[src/include/dsec_pkg.sv]
// package for the descrambler and error-character register bank
package dsec_pkg;

  localparam int unsigned ADDR_W = 16;
  localparam int unsigned DATA_W = 16;
  localparam int unsigned CHAR_W = 10;
  localparam int unsigned NUM_FIFO = 3;

  // register addresses on the management port
  localparam logic [15:0] ADDR_SEED_HIGH = 16'h801C;
  localparam logic [15:0] ADDR_SEED_LOW  = 16'h801D;
  localparam logic [15:0] ADDR_POLY_HIGH = 16'h801E;
  localparam logic [15:0] ADDR_POLY_LOW  = 16'h801F;
  localparam logic [15:0] ADDR_LINK_CTRL = 16'h8021;
  localparam logic [15:0] ADDR_SLOW_TX   = 16'h8026;
  localparam logic [15:0] ADDR_SLOW_RX   = 16'h8027;
  localparam logic [15:0] ADDR_FAST_RX   = 16'h8028;

  // reset values
  localparam logic [15:0] RST_SEED_HIGH = 16'h0000;
  localparam logic [15:0] RST_SEED_LOW  = 16'h01FC;
  localparam logic [15:0] RST_POLY_HIGH = 16'h0000;
  localparam logic [15:0] RST_POLY_LOW  = 16'h00C0;
  localparam logic [15:0] RST_LINK_CTRL = 16'h000A;
  localparam logic [9:0]  RST_ERR_CHAR  = 10'h2FE;

  // field positions in the link check control register
  localparam int unsigned BIT_PLL_CHECK_OFF = 6;
  localparam int unsigned BIT_LOS_CHECK_OFF = 5;
  localparam int unsigned BIT_CLK_FLATLINE  = 3;
  localparam int unsigned BIT_FORCED_ZERO   = 0;

  localparam logic [15:0] READ_ZERO = 16'h0000;

  // fifo index order for the error-character substitution
  localparam int unsigned FIFO_SLOW_TX = 0;
  localparam int unsigned FIFO_SLOW_RX = 1;
  localparam int unsigned FIFO_FAST_RX = 2;

  typedef struct packed {
    logic              write;
    logic              read;
    logic [ADDR_W-1:0] addr;
    logic [DATA_W-1:0] wdata;
  } dsec_mgmt_req_type;

  typedef struct packed {
    logic              valid;
    logic [DATA_W-1:0] rdata;
  } dsec_mgmt_rsp_type;

  typedef struct packed {
    logic              error;
    logic [CHAR_W-1:0] data;
  } dsec_char_type;

endpackage

[src/rtl/dsec_char_subst.sv]
// substitutes the programmed error character on a fifo that flags an error
`timescale 1ns/1ns
`default_nettype none
module dsec_char_subst (
  input  wire logic                         clk_sys,
  input  wire logic                         rst_n,
  input  wire dsec_pkg::dsec_char_type      char_in,
  input  wire logic [dsec_pkg::CHAR_W-1:0]  error_char,
  output logic      [dsec_pkg::CHAR_W-1:0]  char_out
);

  logic [dsec_pkg::CHAR_W-1:0] next_char_out;

  // per-character choice, registered, so normal data resumes the cycle after the error clears
  assign next_char_out = char_in.error ? error_char : char_in.data;

  always_ff @(posedge clk_sys or negedge rst_n) begin
    if (!rst_n) begin
      char_out <= '0;
    end else begin
      char_out <= next_char_out;
    end
  end

endmodule
`default_nettype wire

[src/rtl/dsec_regs.sv]
// management register bank: descrambler seed/polynomial, link checks, error chars
//
// Overview of operation
// seed split over 0x801C high, 0x801D low
// host must program a non-zero seed
// seed bit 0 always reads zero
// seed resets to 0x0000 and 0x01FC
// polynomial at 0x801E/0x801F, resets 0x0000/0x00C0
// polynomial bit 0 always reads zero
// bit 6 set skips pll lock check
// bit 5 set skips loss-of-signal check
// bit 3 flatlines recovered clock on signal loss
// slow-side tx fifo error sends char 0x8026
// slow-side rx fifo error sends char 0x8027
// fast-side rx fifo error sends char 0x8028
// control resets 0x000A, reserved bits stay writable
// seed feeds thirty-two-bit post-decoder descrambler
// substitute error char while fifo flags error
// host preserves reserved bits on writes
`timescale 1ns/1ns
`default_nettype none
module dsec_regs (
  input  wire logic                        clk_sys,
  input  wire logic                        rst_n,
  input  wire dsec_pkg::dsec_mgmt_req_type mgmt_req,
  output dsec_pkg::dsec_mgmt_rsp_type      mgmt_rsp,
  input  wire logic                        fast_pll_locked,
  input  wire logic                        fast_signal_lost,
  input  wire logic                        clock_output_is_recovered,
  input  wire dsec_pkg::dsec_char_type     slow_tx_char_in,
  input  wire dsec_pkg::dsec_char_type     slow_rx_char_in,
  input  wire dsec_pkg::dsec_char_type     fast_rx_char_in,
  output logic [dsec_pkg::CHAR_W-1:0]      slow_tx_char_out,
  output logic [dsec_pkg::CHAR_W-1:0]      slow_rx_char_out,
  output logic [dsec_pkg::CHAR_W-1:0]      fast_rx_char_out,
  output logic [31:0]                      rx_descrambler_seed,
  output logic [31:0]                      rx_descrambler_polynomial,
  output logic                             fast_link_ready,
  output logic                             clock_output_hold,
  output logic [dsec_pkg::DATA_W-1:0]      link_check_reserved
);

  ////////////////////////////////////////////////////////////////////////////
  logic [15:0] rx_descrambler_seed_high;
  logic [15:0] rx_descrambler_seed_low;
  logic [15:0] rx_descrambler_poly_high;
  logic [15:0] rx_descrambler_poly_low;
  logic [15:0] link_check_control;
  logic [dsec_pkg::CHAR_W-1:0] low_side_tx_error_char;
  logic [dsec_pkg::CHAR_W-1:0] low_side_rx_error_char;
  logic [dsec_pkg::CHAR_W-1:0] high_side_rx_error_char;

  wire         wr_seed_high = mgmt_req.write && mgmt_req.addr == dsec_pkg::ADDR_SEED_HIGH;
  wire         wr_seed_low  = mgmt_req.write && mgmt_req.addr == dsec_pkg::ADDR_SEED_LOW;
  wire         wr_poly_high = mgmt_req.write && mgmt_req.addr == dsec_pkg::ADDR_POLY_HIGH;
  wire         wr_poly_low  = mgmt_req.write && mgmt_req.addr == dsec_pkg::ADDR_POLY_LOW;
  wire         wr_link_ctrl = mgmt_req.write && mgmt_req.addr == dsec_pkg::ADDR_LINK_CTRL;
  wire         wr_slow_tx   = mgmt_req.write && mgmt_req.addr == dsec_pkg::ADDR_SLOW_TX;
  wire         wr_slow_rx   = mgmt_req.write && mgmt_req.addr == dsec_pkg::ADDR_SLOW_RX;
  wire         wr_fast_rx   = mgmt_req.write && mgmt_req.addr == dsec_pkg::ADDR_FAST_RX;

  // bit 0 is cleared on the way in, so storage and readback agree
  wire  [15:0] wdata_lsb_clear = {mgmt_req.wdata[15:1], 1'b0};
  wire  [dsec_pkg::CHAR_W-1:0] wdata_char = mgmt_req.wdata[dsec_pkg::CHAR_W-1:0];

  // next values per register; the char registers keep bits 9:0 only
  wire  [15:0]                 next_seed_high    = mgmt_req.wdata;
  wire  [15:0]                 next_seed_low     = wdata_lsb_clear;
  wire  [15:0]                 next_poly_high    = mgmt_req.wdata;
  wire  [15:0]                 next_poly_low     = wdata_lsb_clear;
  wire  [15:0]                 next_link_ctrl    = mgmt_req.wdata;
  wire  [dsec_pkg::CHAR_W-1:0] next_slow_tx_char = wdata_char;
  wire  [dsec_pkg::CHAR_W-1:0] next_slow_rx_char = wdata_char;
  wire  [dsec_pkg::CHAR_W-1:0] next_fast_rx_char = wdata_char;

  ////////////////////////////////////////////////////////////////////////////
  // one short process per register keeps each write decode visible
  always_ff @(posedge clk_sys or negedge rst_n) begin
    if (!rst_n) begin
      rx_descrambler_seed_high <= dsec_pkg::RST_SEED_HIGH;
    end else if (wr_seed_high) begin
      rx_descrambler_seed_high <= next_seed_high;
    end
  end

  always_ff @(posedge clk_sys or negedge rst_n) begin
    if (!rst_n) begin
      rx_descrambler_seed_low <= dsec_pkg::RST_SEED_LOW;
    end else if (wr_seed_low) begin
      rx_descrambler_seed_low <= next_seed_low;
    end
  end

  always_ff @(posedge clk_sys or negedge rst_n) begin
    if (!rst_n) begin
      rx_descrambler_poly_high <= dsec_pkg::RST_POLY_HIGH;
    end else if (wr_poly_high) begin
      rx_descrambler_poly_high <= next_poly_high;
    end
  end

  always_ff @(posedge clk_sys or negedge rst_n) begin
    if (!rst_n) begin
      rx_descrambler_poly_low <= dsec_pkg::RST_POLY_LOW;
    end else if (wr_poly_low) begin
      rx_descrambler_poly_low <= next_poly_low;
    end
  end

  // reserved bits are plain storage; nothing here guards them
  always_ff @(posedge clk_sys or negedge rst_n) begin
    if (!rst_n) begin
      link_check_control <= dsec_pkg::RST_LINK_CTRL;
    end else if (wr_link_ctrl) begin
      link_check_control <= next_link_ctrl;
    end
  end

  always_ff @(posedge clk_sys or negedge rst_n) begin
    if (!rst_n) begin
      low_side_tx_error_char <= dsec_pkg::RST_ERR_CHAR;
    end else if (wr_slow_tx) begin
      low_side_tx_error_char <= next_slow_tx_char;
    end
  end

  always_ff @(posedge clk_sys or negedge rst_n) begin
    if (!rst_n) begin
      low_side_rx_error_char <= dsec_pkg::RST_ERR_CHAR;
    end else if (wr_slow_rx) begin
      low_side_rx_error_char <= next_slow_rx_char;
    end
  end

  always_ff @(posedge clk_sys or negedge rst_n) begin
    if (!rst_n) begin
      high_side_rx_error_char <= dsec_pkg::RST_ERR_CHAR;
    end else if (wr_fast_rx) begin
      high_side_rx_error_char <= next_fast_rx_char;
    end
  end

  ////////////////////////////////////////////////////////////////////////////
  // read decode; unmapped addresses answer zero
  logic [15:0] read_mux;
  always_comb begin
    unique case (mgmt_req.addr)
      dsec_pkg::ADDR_SEED_HIGH: read_mux = rx_descrambler_seed_high;
      dsec_pkg::ADDR_SEED_LOW:  read_mux = rx_descrambler_seed_low;
      dsec_pkg::ADDR_POLY_HIGH: read_mux = rx_descrambler_poly_high;
      dsec_pkg::ADDR_POLY_LOW:  read_mux = rx_descrambler_poly_low;
      dsec_pkg::ADDR_LINK_CTRL: read_mux = link_check_control;
      dsec_pkg::ADDR_SLOW_TX:   read_mux = {6'h00, low_side_tx_error_char};
      dsec_pkg::ADDR_SLOW_RX:   read_mux = {6'h00, low_side_rx_error_char};
      dsec_pkg::ADDR_FAST_RX:   read_mux = {6'h00, high_side_rx_error_char};
      default:                  read_mux = dsec_pkg::READ_ZERO;
    endcase
  end

  always_ff @(posedge clk_sys or negedge rst_n) begin
    if (!rst_n) begin
      mgmt_rsp <= '0;
    end else begin
      mgmt_rsp.valid <= mgmt_req.read;
      mgmt_rsp.rdata <= mgmt_req.read ? read_mux : dsec_pkg::READ_ZERO;
    end
  end

  ////////////////////////////////////////////////////////////////////////////
  wire pll_check_off  = link_check_control[dsec_pkg::BIT_PLL_CHECK_OFF];
  wire los_check_off  = link_check_control[dsec_pkg::BIT_LOS_CHECK_OFF];
  wire clock_flatline = link_check_control[dsec_pkg::BIT_CLK_FLATLINE];

  // a disabled check counts as always passing
  wire next_fast_link_ready = (pll_check_off || fast_pll_locked)
                           && (los_check_off || !fast_signal_lost);
  wire next_clock_output_hold = clock_flatline && clock_output_is_recovered
                             && fast_signal_lost;

  always_ff @(posedge clk_sys or negedge rst_n) begin
    if (!rst_n) begin
      fast_link_ready <= 1'b0;
    end else begin
      fast_link_ready <= next_fast_link_ready;
    end
  end

  always_ff @(posedge clk_sys or negedge rst_n) begin
    if (!rst_n) begin
      clock_output_hold <= 1'b0;
    end else begin
      clock_output_hold <= next_clock_output_hold;
    end
  end

  // seed goes to the post-decoder descrambler; no zero-seed guard, host's duty
  always_ff @(posedge clk_sys or negedge rst_n) begin
    if (!rst_n) begin
      rx_descrambler_seed <= {dsec_pkg::RST_SEED_HIGH, dsec_pkg::RST_SEED_LOW};
    end else begin
      rx_descrambler_seed <= {rx_descrambler_seed_high, rx_descrambler_seed_low};
    end
  end

  // halves are not written atomically, so a mixed value can show for a while
  always_ff @(posedge clk_sys or negedge rst_n) begin
    if (!rst_n) begin
      rx_descrambler_polynomial <= {dsec_pkg::RST_POLY_HIGH, dsec_pkg::RST_POLY_LOW};
    end else begin
      rx_descrambler_polynomial <= {rx_descrambler_poly_high, rx_descrambler_poly_low};
    end
  end

  always_ff @(posedge clk_sys or negedge rst_n) begin
    if (!rst_n) begin
      link_check_reserved <= dsec_pkg::RST_LINK_CTRL;
    end else begin
      link_check_reserved <= link_check_control;
    end
  end

  ////////////////////////////////////////////////////////////////////////////
  dsec_pkg::dsec_char_type     fifo_in  [dsec_pkg::NUM_FIFO];
  logic [dsec_pkg::CHAR_W-1:0] fifo_chr [dsec_pkg::NUM_FIFO];
  logic [dsec_pkg::CHAR_W-1:0] fifo_out [dsec_pkg::NUM_FIFO];

  assign fifo_in[dsec_pkg::FIFO_SLOW_TX]  = slow_tx_char_in;
  assign fifo_in[dsec_pkg::FIFO_SLOW_RX]  = slow_rx_char_in;
  assign fifo_in[dsec_pkg::FIFO_FAST_RX]  = fast_rx_char_in;
  assign fifo_chr[dsec_pkg::FIFO_SLOW_TX] = low_side_tx_error_char;
  assign fifo_chr[dsec_pkg::FIFO_SLOW_RX] = low_side_rx_error_char;
  assign fifo_chr[dsec_pkg::FIFO_FAST_RX] = high_side_rx_error_char;

  for (genvar i = 0; i < dsec_pkg::NUM_FIFO; i++) begin : g_subst
    dsec_char_subst u_subst (
      .clk_sys    (clk_sys),
      .rst_n      (rst_n),
      .char_in    (fifo_in[i]),
      .error_char (fifo_chr[i]),
      .char_out   (fifo_out[i])
    );
  end

  assign slow_tx_char_out = fifo_out[dsec_pkg::FIFO_SLOW_TX];
  assign slow_rx_char_out = fifo_out[dsec_pkg::FIFO_SLOW_RX];
  assign fast_rx_char_out = fifo_out[dsec_pkg::FIFO_FAST_RX];

endmodule
`default_nettype wire

[config.mk]
export PLATFORM = sky130hd
export DESIGN_NAME = dsec_regs
export DESIGN_NICKNAME = d
export VERILOG_FILES = /design/src/include/dsec_pkg.sv /design/src/rtl/dsec_char_subst.sv /design/src/rtl/dsec_regs.sv
export SDC_FILE = /design/constraint.sdc
export NUM_CORES = 1
export LEC_CHECK = 0
export BUFFER_PORTS_ARGS = -buffer_cell sky130_fd_sc_hd__clkbuf_2
export CAP_MARGIN = 0
export CORE_ASPECT_RATIO = 2
export CORE_MARGIN = 8
export CORE_UTILIZATION = 58
export CTS_BUF_LIST = sky130_fd_sc_hd__clkbuf_16
export DETAILED_ROUTE_END_ITERATION = 8
export PLACE_DENSITY = 0.82
export SLEW_MARGIN = 20
export SYNTH_ARGS = -nofsm -noshare
export SYNTH_HDL_FRONTEND = slang
export SYNTH_SLANG_ARGS = --single-unit
[constraint.sdc]
create_clock -name clk_sys -period 2.3 [get_ports clk_sys]
set_input_delay 0.23 -clock clk_sys [delete_from_list [all_inputs] [get_ports clk_sys]]
set_output_delay 0.23 -clock clk_sys [all_outputs]
set_load 0.05 [all_outputs]
==> metrics.md, run 1 <==
| Metric | Value |
|---|---|
| Comb pwr share | 6.4% |
| Seq cells post-synth | 235 |
| Vias per inst | 5.59 |
| Routed vias | 5,549 |
| Final Skew | 0.0158 ns |
| Crit-path max cell delay | 0.62 ns |
| 1st-iter DRT viols | 197 |
| Leading area contributor after synthesis | dfrtp_1 |
| WL/cell | 23.4 um |
| Yosys cell types | 39 |
| Seq/Total Area, Yosys | 67.9% |
| Setup bufs post-CTS | 0 |
| Die ar. | 19,500 sq um |
| Top-area cell type share of the netlist area | 54.1% |
| CTS buffer count | 20 |
| LEAKAGE | 5.71 nW |
| Setup Total Neg Slack | 0 ns |
| Synth Area per Inst | 16.8 sq um |
| Worst Setup End Kind | register |
| Post-synth EDFFs | 0 |
| Max Slew Vio Count | 0 |
| Internal power | 5.99 mW |
| Largest cells by area after synthesis | dfrtp_1, mux2_2, dfstp_2, a22oi_1, mux2i_1 |
| H-tree depth | 1 |
| Sw Ratio | 23.1% |
| Slowest CP cell | or4b_1 |
| Clk slew on worst S/H paths | 0.07 ns |
| Routed Wire Length | 23.2 mm |
| Crit path depth | 6 |
| Site Rows | 63 |
| Core area | 14,800 sq um |
| Status | finished, final reports clean |
| Total global routing overflow | 0 |
| Post-Synthesis Cells | 521 |
| Worst skew pair latency | 0.50 ns |
| Layout fillers | 920 |
| Antenna violations before repair | 1 |
| Cts repair resizes | 0 |
| Flop pwr share | 53.6% |
| Ports | 201 |
| Post-synth top cells | dfrtp_1, mux2_2, dfstp_2, a22oi_1 |
| Max_slew headroom | 32.3% |
| Residual DRC | 0 |
| Worst-path cell chain | clkbuf_2 > or4b_1 > nor4_2 > and3b_1 > buf_12 > mux2_2 |
| Mapped cell area | 8750 sq um |
| Crit start category | primary input |
| Worst-Margin Slew | 1.01 ns |
| Post-route cell area | 11,100 sq um |
| Worst vdd ir | 0.602 mV |
| Min Tclk post-route | 1.81 ns |
| IO Port Bufs | 198 |
| Ys Warns | 0 |
| RSZ-0062 raised after global routing | no |
| Nets | 856 |
| Die H | 190 um |
| Final period util | 78.7% |
| Vias in the first global route | 6,243 |
| Crit path kind | in2reg |
| WHS Path Cells | 2 |
| Final worst-path setup slack | 0.490 ns |
| Iteration count of the initial detailed-routing pass | 4 |
| Routability cong. | 0.900 |
| Layout area overhead | 27.3% |
| Layout cells sized above 1 | 58.5% |
| Depth of the most critical reg-to-reg path | 3 |
| Pwr per Cell Area | 699 nW/um^2 |
| DP Area | 10,200 sq um |
| Clock buffer depth | 3 |
| First-pass GRT wire length | 35.5 mm |
| Worst endpoint data arrival time | 2.18 ns |
| Pre-CTS setup slack | -0.00400 ns |
| Most frequent cell after synthesis | dfrtp_1 |
| Max-Cap Viols | 0 |
| Clk pwr share | 39.9% |
| Asr flop ratio synth | 100% |
| DIE WIDTH | 103 um |
| CP Max Fanout | 10 |
| CTS root buffer | clkbuf_16 |
| Post-synth top flop | dfrtp_1 |
| Final Hold Fails | 0 |
| Pin count of the biggest net entering global routing | 67 |
| Required @ worst endpoint | 2.67 ns |
| Detail Route Antenna Nets | 0 |
| Highest Clock Rate | 552 MHz |
| Hold Path Class | in2reg |
| CP top delay family | simple AND/OR/NAND/NOR gates |
| Final setup viols | 0 |
| HPWL reported at the end of detailed placement | 16.8 mm |
| WP buf/inv | 2 |
| Post-CTS Hold Buffers | 33 |
| Total track usage | 24.3% |
| Sw Pwr | 1.80 mW |
| Initial Util | 59.0% |
| TritonCTS clock tree | yes |
| Clock sink total | 235 |
## through the flow
| stage | utilization, % | instances | hold WS, ns | power [mW] |
|---|---|---|---|---|
| 6_report | 75.2 | 993 | 0.0184 | 7.78 |
| 5_1_grt | 75.2 | 993 | 0.0105 | 8.02 |
| 4_1_cts | 75.1 | 992 | 0.0149 | 7.82 |
| 3_5_place_dp | 68.9 | 924 | 0.202 | 4.71 |
| 3_3_place_gp | 68.9 | 924 | 0.190 | 4.69 |
| 2_1_floorplan | - | 522 | -0.0656 | 4.46 |
## layer usage
metal | part of all wire [%] | global-route usage, % | vias to the layer above | wire (um)
met1 | 34 | 26.8 | 2873 | 7930
met4 | 3.5 | 9.81 | 0 | 806
met5 | 0 | 0 | - | 0
met3 | 5.8 | 4.03 | 46 | 1340
li1 | - | - | 2430 | -
met2 | 57 | 44.4 | 200 | 13100
## layout by cell type, fill, tap and decap left out, drive strengths merged, types with 5 or more instances in the layout
cell type / Yosys / final
nor4: 8 / 8
a22oi: 26 / 26
a21oi: 10 / 10
nor2: 8 / 8
dfrtp: 189 / 189
mux2: 139 / 139
o2bb2ai: 18 / 18
dlygate4sd3: 0 / 33
mux2i: 18 / 18
or4b: 5 / 5
clkbuf: 10 / 218
inv: 1 / 6
buf: 17 / 37
dfstp: 46 / 46
mux4: 6 / 6
clkinv: 0 / 9
## path summary, 6_finish.rpt
kind	start	endpoint	slack [ns]
max	mgmt_req[29]	low_side_tx_error_char[8]$_DFFE_PN0P_	0.49
min	slow_tx_char_in[0]	g_subst[0].u_subst.char_out[0]$_DFF_PN0_	0.02
max reg2reg	rx_descrambler_seed_high[13]$_DFFE_PN0P_	mgmt_rsp[13]$_DFF_PN0_	1.01
min reg2reg	rx_descrambler_poly_low[6]$_DFFE_PN1P_	rx_descrambler_polynomial[6]$_DFF_PN1_	0.38
max in group asynchronous	rst_n	rx_descrambler_seed[7]$_DFF_PN1_	1.24
min in group asynchronous	rst_n	rx_descrambler_polynomial[4]$_DFF_PN0_	0.27
## flip-flops by register name, summed over array words and instances, names as in the netlist
name and cells:
rx_descrambler_seed 31, high_side_rx_error_char 10, rx_descrambler_seed_low 15, link_check_control 16
rx_descrambler_poly_high 16, rx_descrambler_polynomial 31, low_side_rx_error_char 10, clock_output_hold 1
rx_descrambler_seed_high 16, rx_descrambler_poly_low 15, link_check_reserved 16, fast_link_ready 1
mgmt_rsp 17, g_subst.u_subst.char_out 30, low_side_tx_error_char 10
## logic make-up (layout without fill, tap and decap cells)
| group | count (synthesis) | in the layout | synth area share, % |
|---|---|---|---|
| flops | 235 | 235 | 67.9 |
| other cells | 1 | 3 | 0.0429 |
| buf+inv | 28 | 303 | 1.82 |
| compound gates | 56 | 56 | 4.86 |
| simple gates | 38 | 38 | 3.92 |
| mux | 163 | 163 | 21.5 |
## power groups by stage
stage,Sequential (mW),Combinational [mW],Clock (mW)
finish,4.17,0.501,3.11
global route,4.17,0.538,3.31
CTS,4.17,0.505,3.14
detailed placement,4.25,0.458,0
global placement,4.25,0.443,0
floorplan,4.36,0.106,0
## layout make-up
type / instances / area, sq um / area share (%)
inverter: 1 / 3.75 / 0.0337
timing repair buffer: 267 / 1680 / 15.1
clock buffer: 21 / 526 / 4.72
multi-input combinational: 259 / 2680 / 24.0
clock inverter: 14 / 70.1 / 0.629
antenna: 1 / 2.50 / 0.0225
sequential: 235 / 5940 / 53.3
tap: 195 / 244 / 2.19
## worst register-to-register path, cell delays in order (launching register included)
cell     delay, ns
dfrtp_1       0.40
mux4_2        0.48
a22oi_1       0.20
nor2_1        0.06
(Power assumes the default switching activity.)
==> run 2, diff against run 1 <==
CORE_UTILIZATION = 53   (was 58)
PLACE_DENSITY = 0.76   (was 0.82)
clock period = 1.9 ns   (was 2.3 ns; I/O delays follow)
==> metrics.md, run 2 (same netlist as run 1, synthesis figures left out) <==
| Metric | Value |
|---|---|
| Status | finished, final reports clean |
| Highest Clock Rate | 567 MHz |
| Final Util | 69.8% (-5.4 points) |
| Worst-path cell chain | clkbuf_2 > or4_1 > buf_4 > nor4_4 > nand2_1 > buf_4 > mux2_2 |
| Slowest CP cell | or4_1 |
| Max Slew Vio Count | 0 (unchanged) |
| Iteration count of the initial detailed-routing pass | 4 (unchanged) |
| Routability cong. | 0.835 (-7.1%) |
| Most common cell after layout, fill and taps aside | clkbuf_2 |
| Min Tclk post-route | 1.76 ns |
| CTS root buffer | clkbuf_16 |
| Worst endpoint data arrival time | 2.14 ns (-0.04 ns) |
| Nets | 867 (+1.3%) |
| Min-delay src | mgmt_req[0] |
| Layout cells sized above 1 | 58.3% (-0.13 points) |
| HPWL reported at the end of detailed placement | 16.7 mm (about the same) |
| RSZ-0062 raised after global routing | no |
| Required @ worst endpoint | 2.28 ns (-0.39 ns) |
| CP Max Fanout | 5 (-5) |
| Final period util | 92.8% |
| Worst R2R Setup Slack | 0.60 ns (-0.41 ns) |
| Detail Route Antenna Nets | 0 (unchanged) |
| Routed Wire Length | 23.6 mm (+1.7%) |
| First-pass GRT wire length | 36.6 mm (+3.1%) |
| WHS Path Cells | 2 (unchanged) |
| Max_slew headroom | 34.3% (+2.0 points) |
| Vias per inst | 5.49 (-1.7%) |
| Core area | 16,200 sq um (+9.2%) |
| Site Rows | 66 (+4.8%) |
| Clk slew on worst S/H paths | 0.07 ns (about the same) |
| LEAKAGE | 5.75 nW (+0.67%) |
| Vias in the first global route | 6,508 (+4.2%) |
| Top Registers | rx_descrambler_polynomial: 31 flops, rx_descrambler_seed: 31 flops, g_subst.u_subst.char_out: 30 flops |
| Final setup viols | 0 (unchanged) |
| Hold Path Class | in2reg |
| Sw Pwr | 2.20 mW (+22%) |
| Total track usage | 22.7% (-1.6 points) |
| Power Total | 9.61 mW (+23%) |
| Max-Cap Viols | 0 (unchanged) |
| Depth of the most critical reg-to-reg path | 3 (unchanged) |
| Worst skew pair latency | 0.49 ns (about the same) |
| WL/cell | 23.3 um (-0.36%) |
| Diodes inserted | 0 (-1) |
| Ports | 201 (unchanged) |
| Pre-CTS setup slack | -0.370 ns (-0.366 ns) |
| Crit path kind | in2reg |
| Die ar. | 21,100 sq um (+8.3%) |
| Worst-Margin Slew | 0.982 ns (-0.0298 ns) |
| Crit Reg-Reg Startpoint | rx_descrambler_poly_low[11]$_DFFE_PN0P_ |
| Final Hold Fails | 0 (unchanged) |
| Worst hold slack | 0.0350 ns (+0.0166 ns) |
| Worst Setup End Kind | register |
| TritonCTS clock tree | yes |
| Clk pwr share | 40.8% (+0.9 points) |
| Die H | 198 um (+4.2%) |
| Flop pwr share | 52.6% (-1.0 points) |
| Final Skew | 0.00819 ns (-0.00762 ns) |
| DIE WIDTH | 107 um (+3.9%) |
| Pwr per Cell Area | 851 nW/um^2 (+22%) |
| Most frequent cells in the layout | clkbuf_2, dfrtp_1, mux2_2 |
| IO Port Bufs | 198 (unchanged) |
| Internal power | 7.41 mW (+24%) |
| Layout area overhead | 29.1% |
| Antenna violations before repair | 0 (-1) |
| Worst vdd ir | 1.18 mV (+96%) |
| Crit start category | primary input |
| WHS Endpoint | link_check_control[0]$_DFFE_PN0P_ |
| R2r endpoint | mgmt_rsp[11]$_DFF_PN0_ |
| H-tree depth | 1 (unchanged) |
| Pin count of the biggest net entering global routing | 72 (+7.5%) |
| Post-route cell area | 11,300 sq um (+1.4%) |
| 1st-iter DRT viols | 154 (-22%) |
| Initial Util | 54.1% (-5.0 points) |
| DP Area | 10,300 sq um (+0.49%) |
| Total global routing overflow | 0 (unchanged) |
| Routed vias | 5,565 (+0.29%) |
| Clock buffer depth | 3 (unchanged) |
| CTS buffer count | 20 (unchanged) |
| Clock sink total | 235 (unchanged) |
| Comb pwr share | 6.6% (+0.2 points) |
| Residual DRC | 0 (unchanged) |
| Final worst-path setup slack | 0.137 ns (-0.353 ns) |
| Most used cell, CP | buf_4 |
| Sw Ratio | 22.9% (-0.20 points) |
| Crit-path max cell delay | 0.65 ns (+0.03 ns) |
[run 2: cell count changes in the layout (fill, tap and decap cells not counted)]
cell           change
buf_12             +1
buf_4              +2
bufinv_16          +1
clkinv_1           +2
clkinv_2           -1
clkinv_4           +1
clkinv_8           -1
clkinvlp_4         +1
diode_2            -1
dlygate4sd3_1      +8
inv_1              -3
inv_6              +1
or4b_1             -1
or4b_4             +1
[run 2: worst max-delay path by stage]
stage	start	endpoint	slack [ns]	depth (start not counted)
finish	mgmt_req[25]	high_side_rx_error_char[0]$_DFFE_PN0P_	0.14	7
floorplan	mgmt_req[29]	rx_descrambler_poly_high[10]$_DFFE_PN0P_	-0.33	7
detailed placement	mgmt_req[25]	high_side_rx_error_char[8]$_DFFE_PN0P_	-0.37	7
CTS	mgmt_req[25]	high_side_rx_error_char[0]$_DFFE_PN0P_	0.15	7
global route	mgmt_req[20]	low_side_tx_error_char[8]$_DFFE_PN0P_	0.07	6
global placement	mgmt_req[25]	high_side_rx_error_char[8]$_DFFE_PN0P_	-0.31	7
[run 2: power by group through the flow]
stage	clock network [mW]	registers [mW]	logic, mW
after floorplan	0	5.27	0.129
after global placement	0	5.14	0.553
after detailed placement	0	5.14	0.568
after CTS	3.99	5.05	0.637
after global routing	4.17	5.05	0.680
final	3.92	5.05	0.633
[run 2: metrics by stage]
stage | cells | TNS (ns)
after detailed placement | 936 | -32.78
after CTS | 1013 | 0
final | 1013 | 0
after floorplan | 522 | -17.80
after global routing | 1013 | 0
after global placement | 936 | -23.67
[run 2: routing by layer]
layer	share of wire (%)	GRT usage (%)	routed length, um	vias up
li1	-	-	-	2455
met1	34	23.4	8000	2854
met2	57	42.9	13400	206
met3	5.4	4.23	1270	50
met4	3.9	9.82	909	0
met5	0	0	0	-
[run 2: worst max-delay path: cells and delay by family]
kind,cells,cell delay [ns]
mux,1,0.26
simple gates,3,1.20
buf+inv,3,0.48
[run 2: what timing repair did]
action,4_1_cts,5_1_grt
setup buffers,0,0
hold buffers,41,0
resized for setup,0,0
endpoints found under the hold margin,113,0
[run 2: cell type report]
cell class | count | area [sq um]
fill | 1118 | 4890
sequential | 235 | 5940
clock inverter | 15 | 100
tap | 204 | 255
multi-input combinational | 259 | 2680
inverter | 1 | 3.75
timing repair buffer | 278 | 1790
clock buffer | 21 | 526
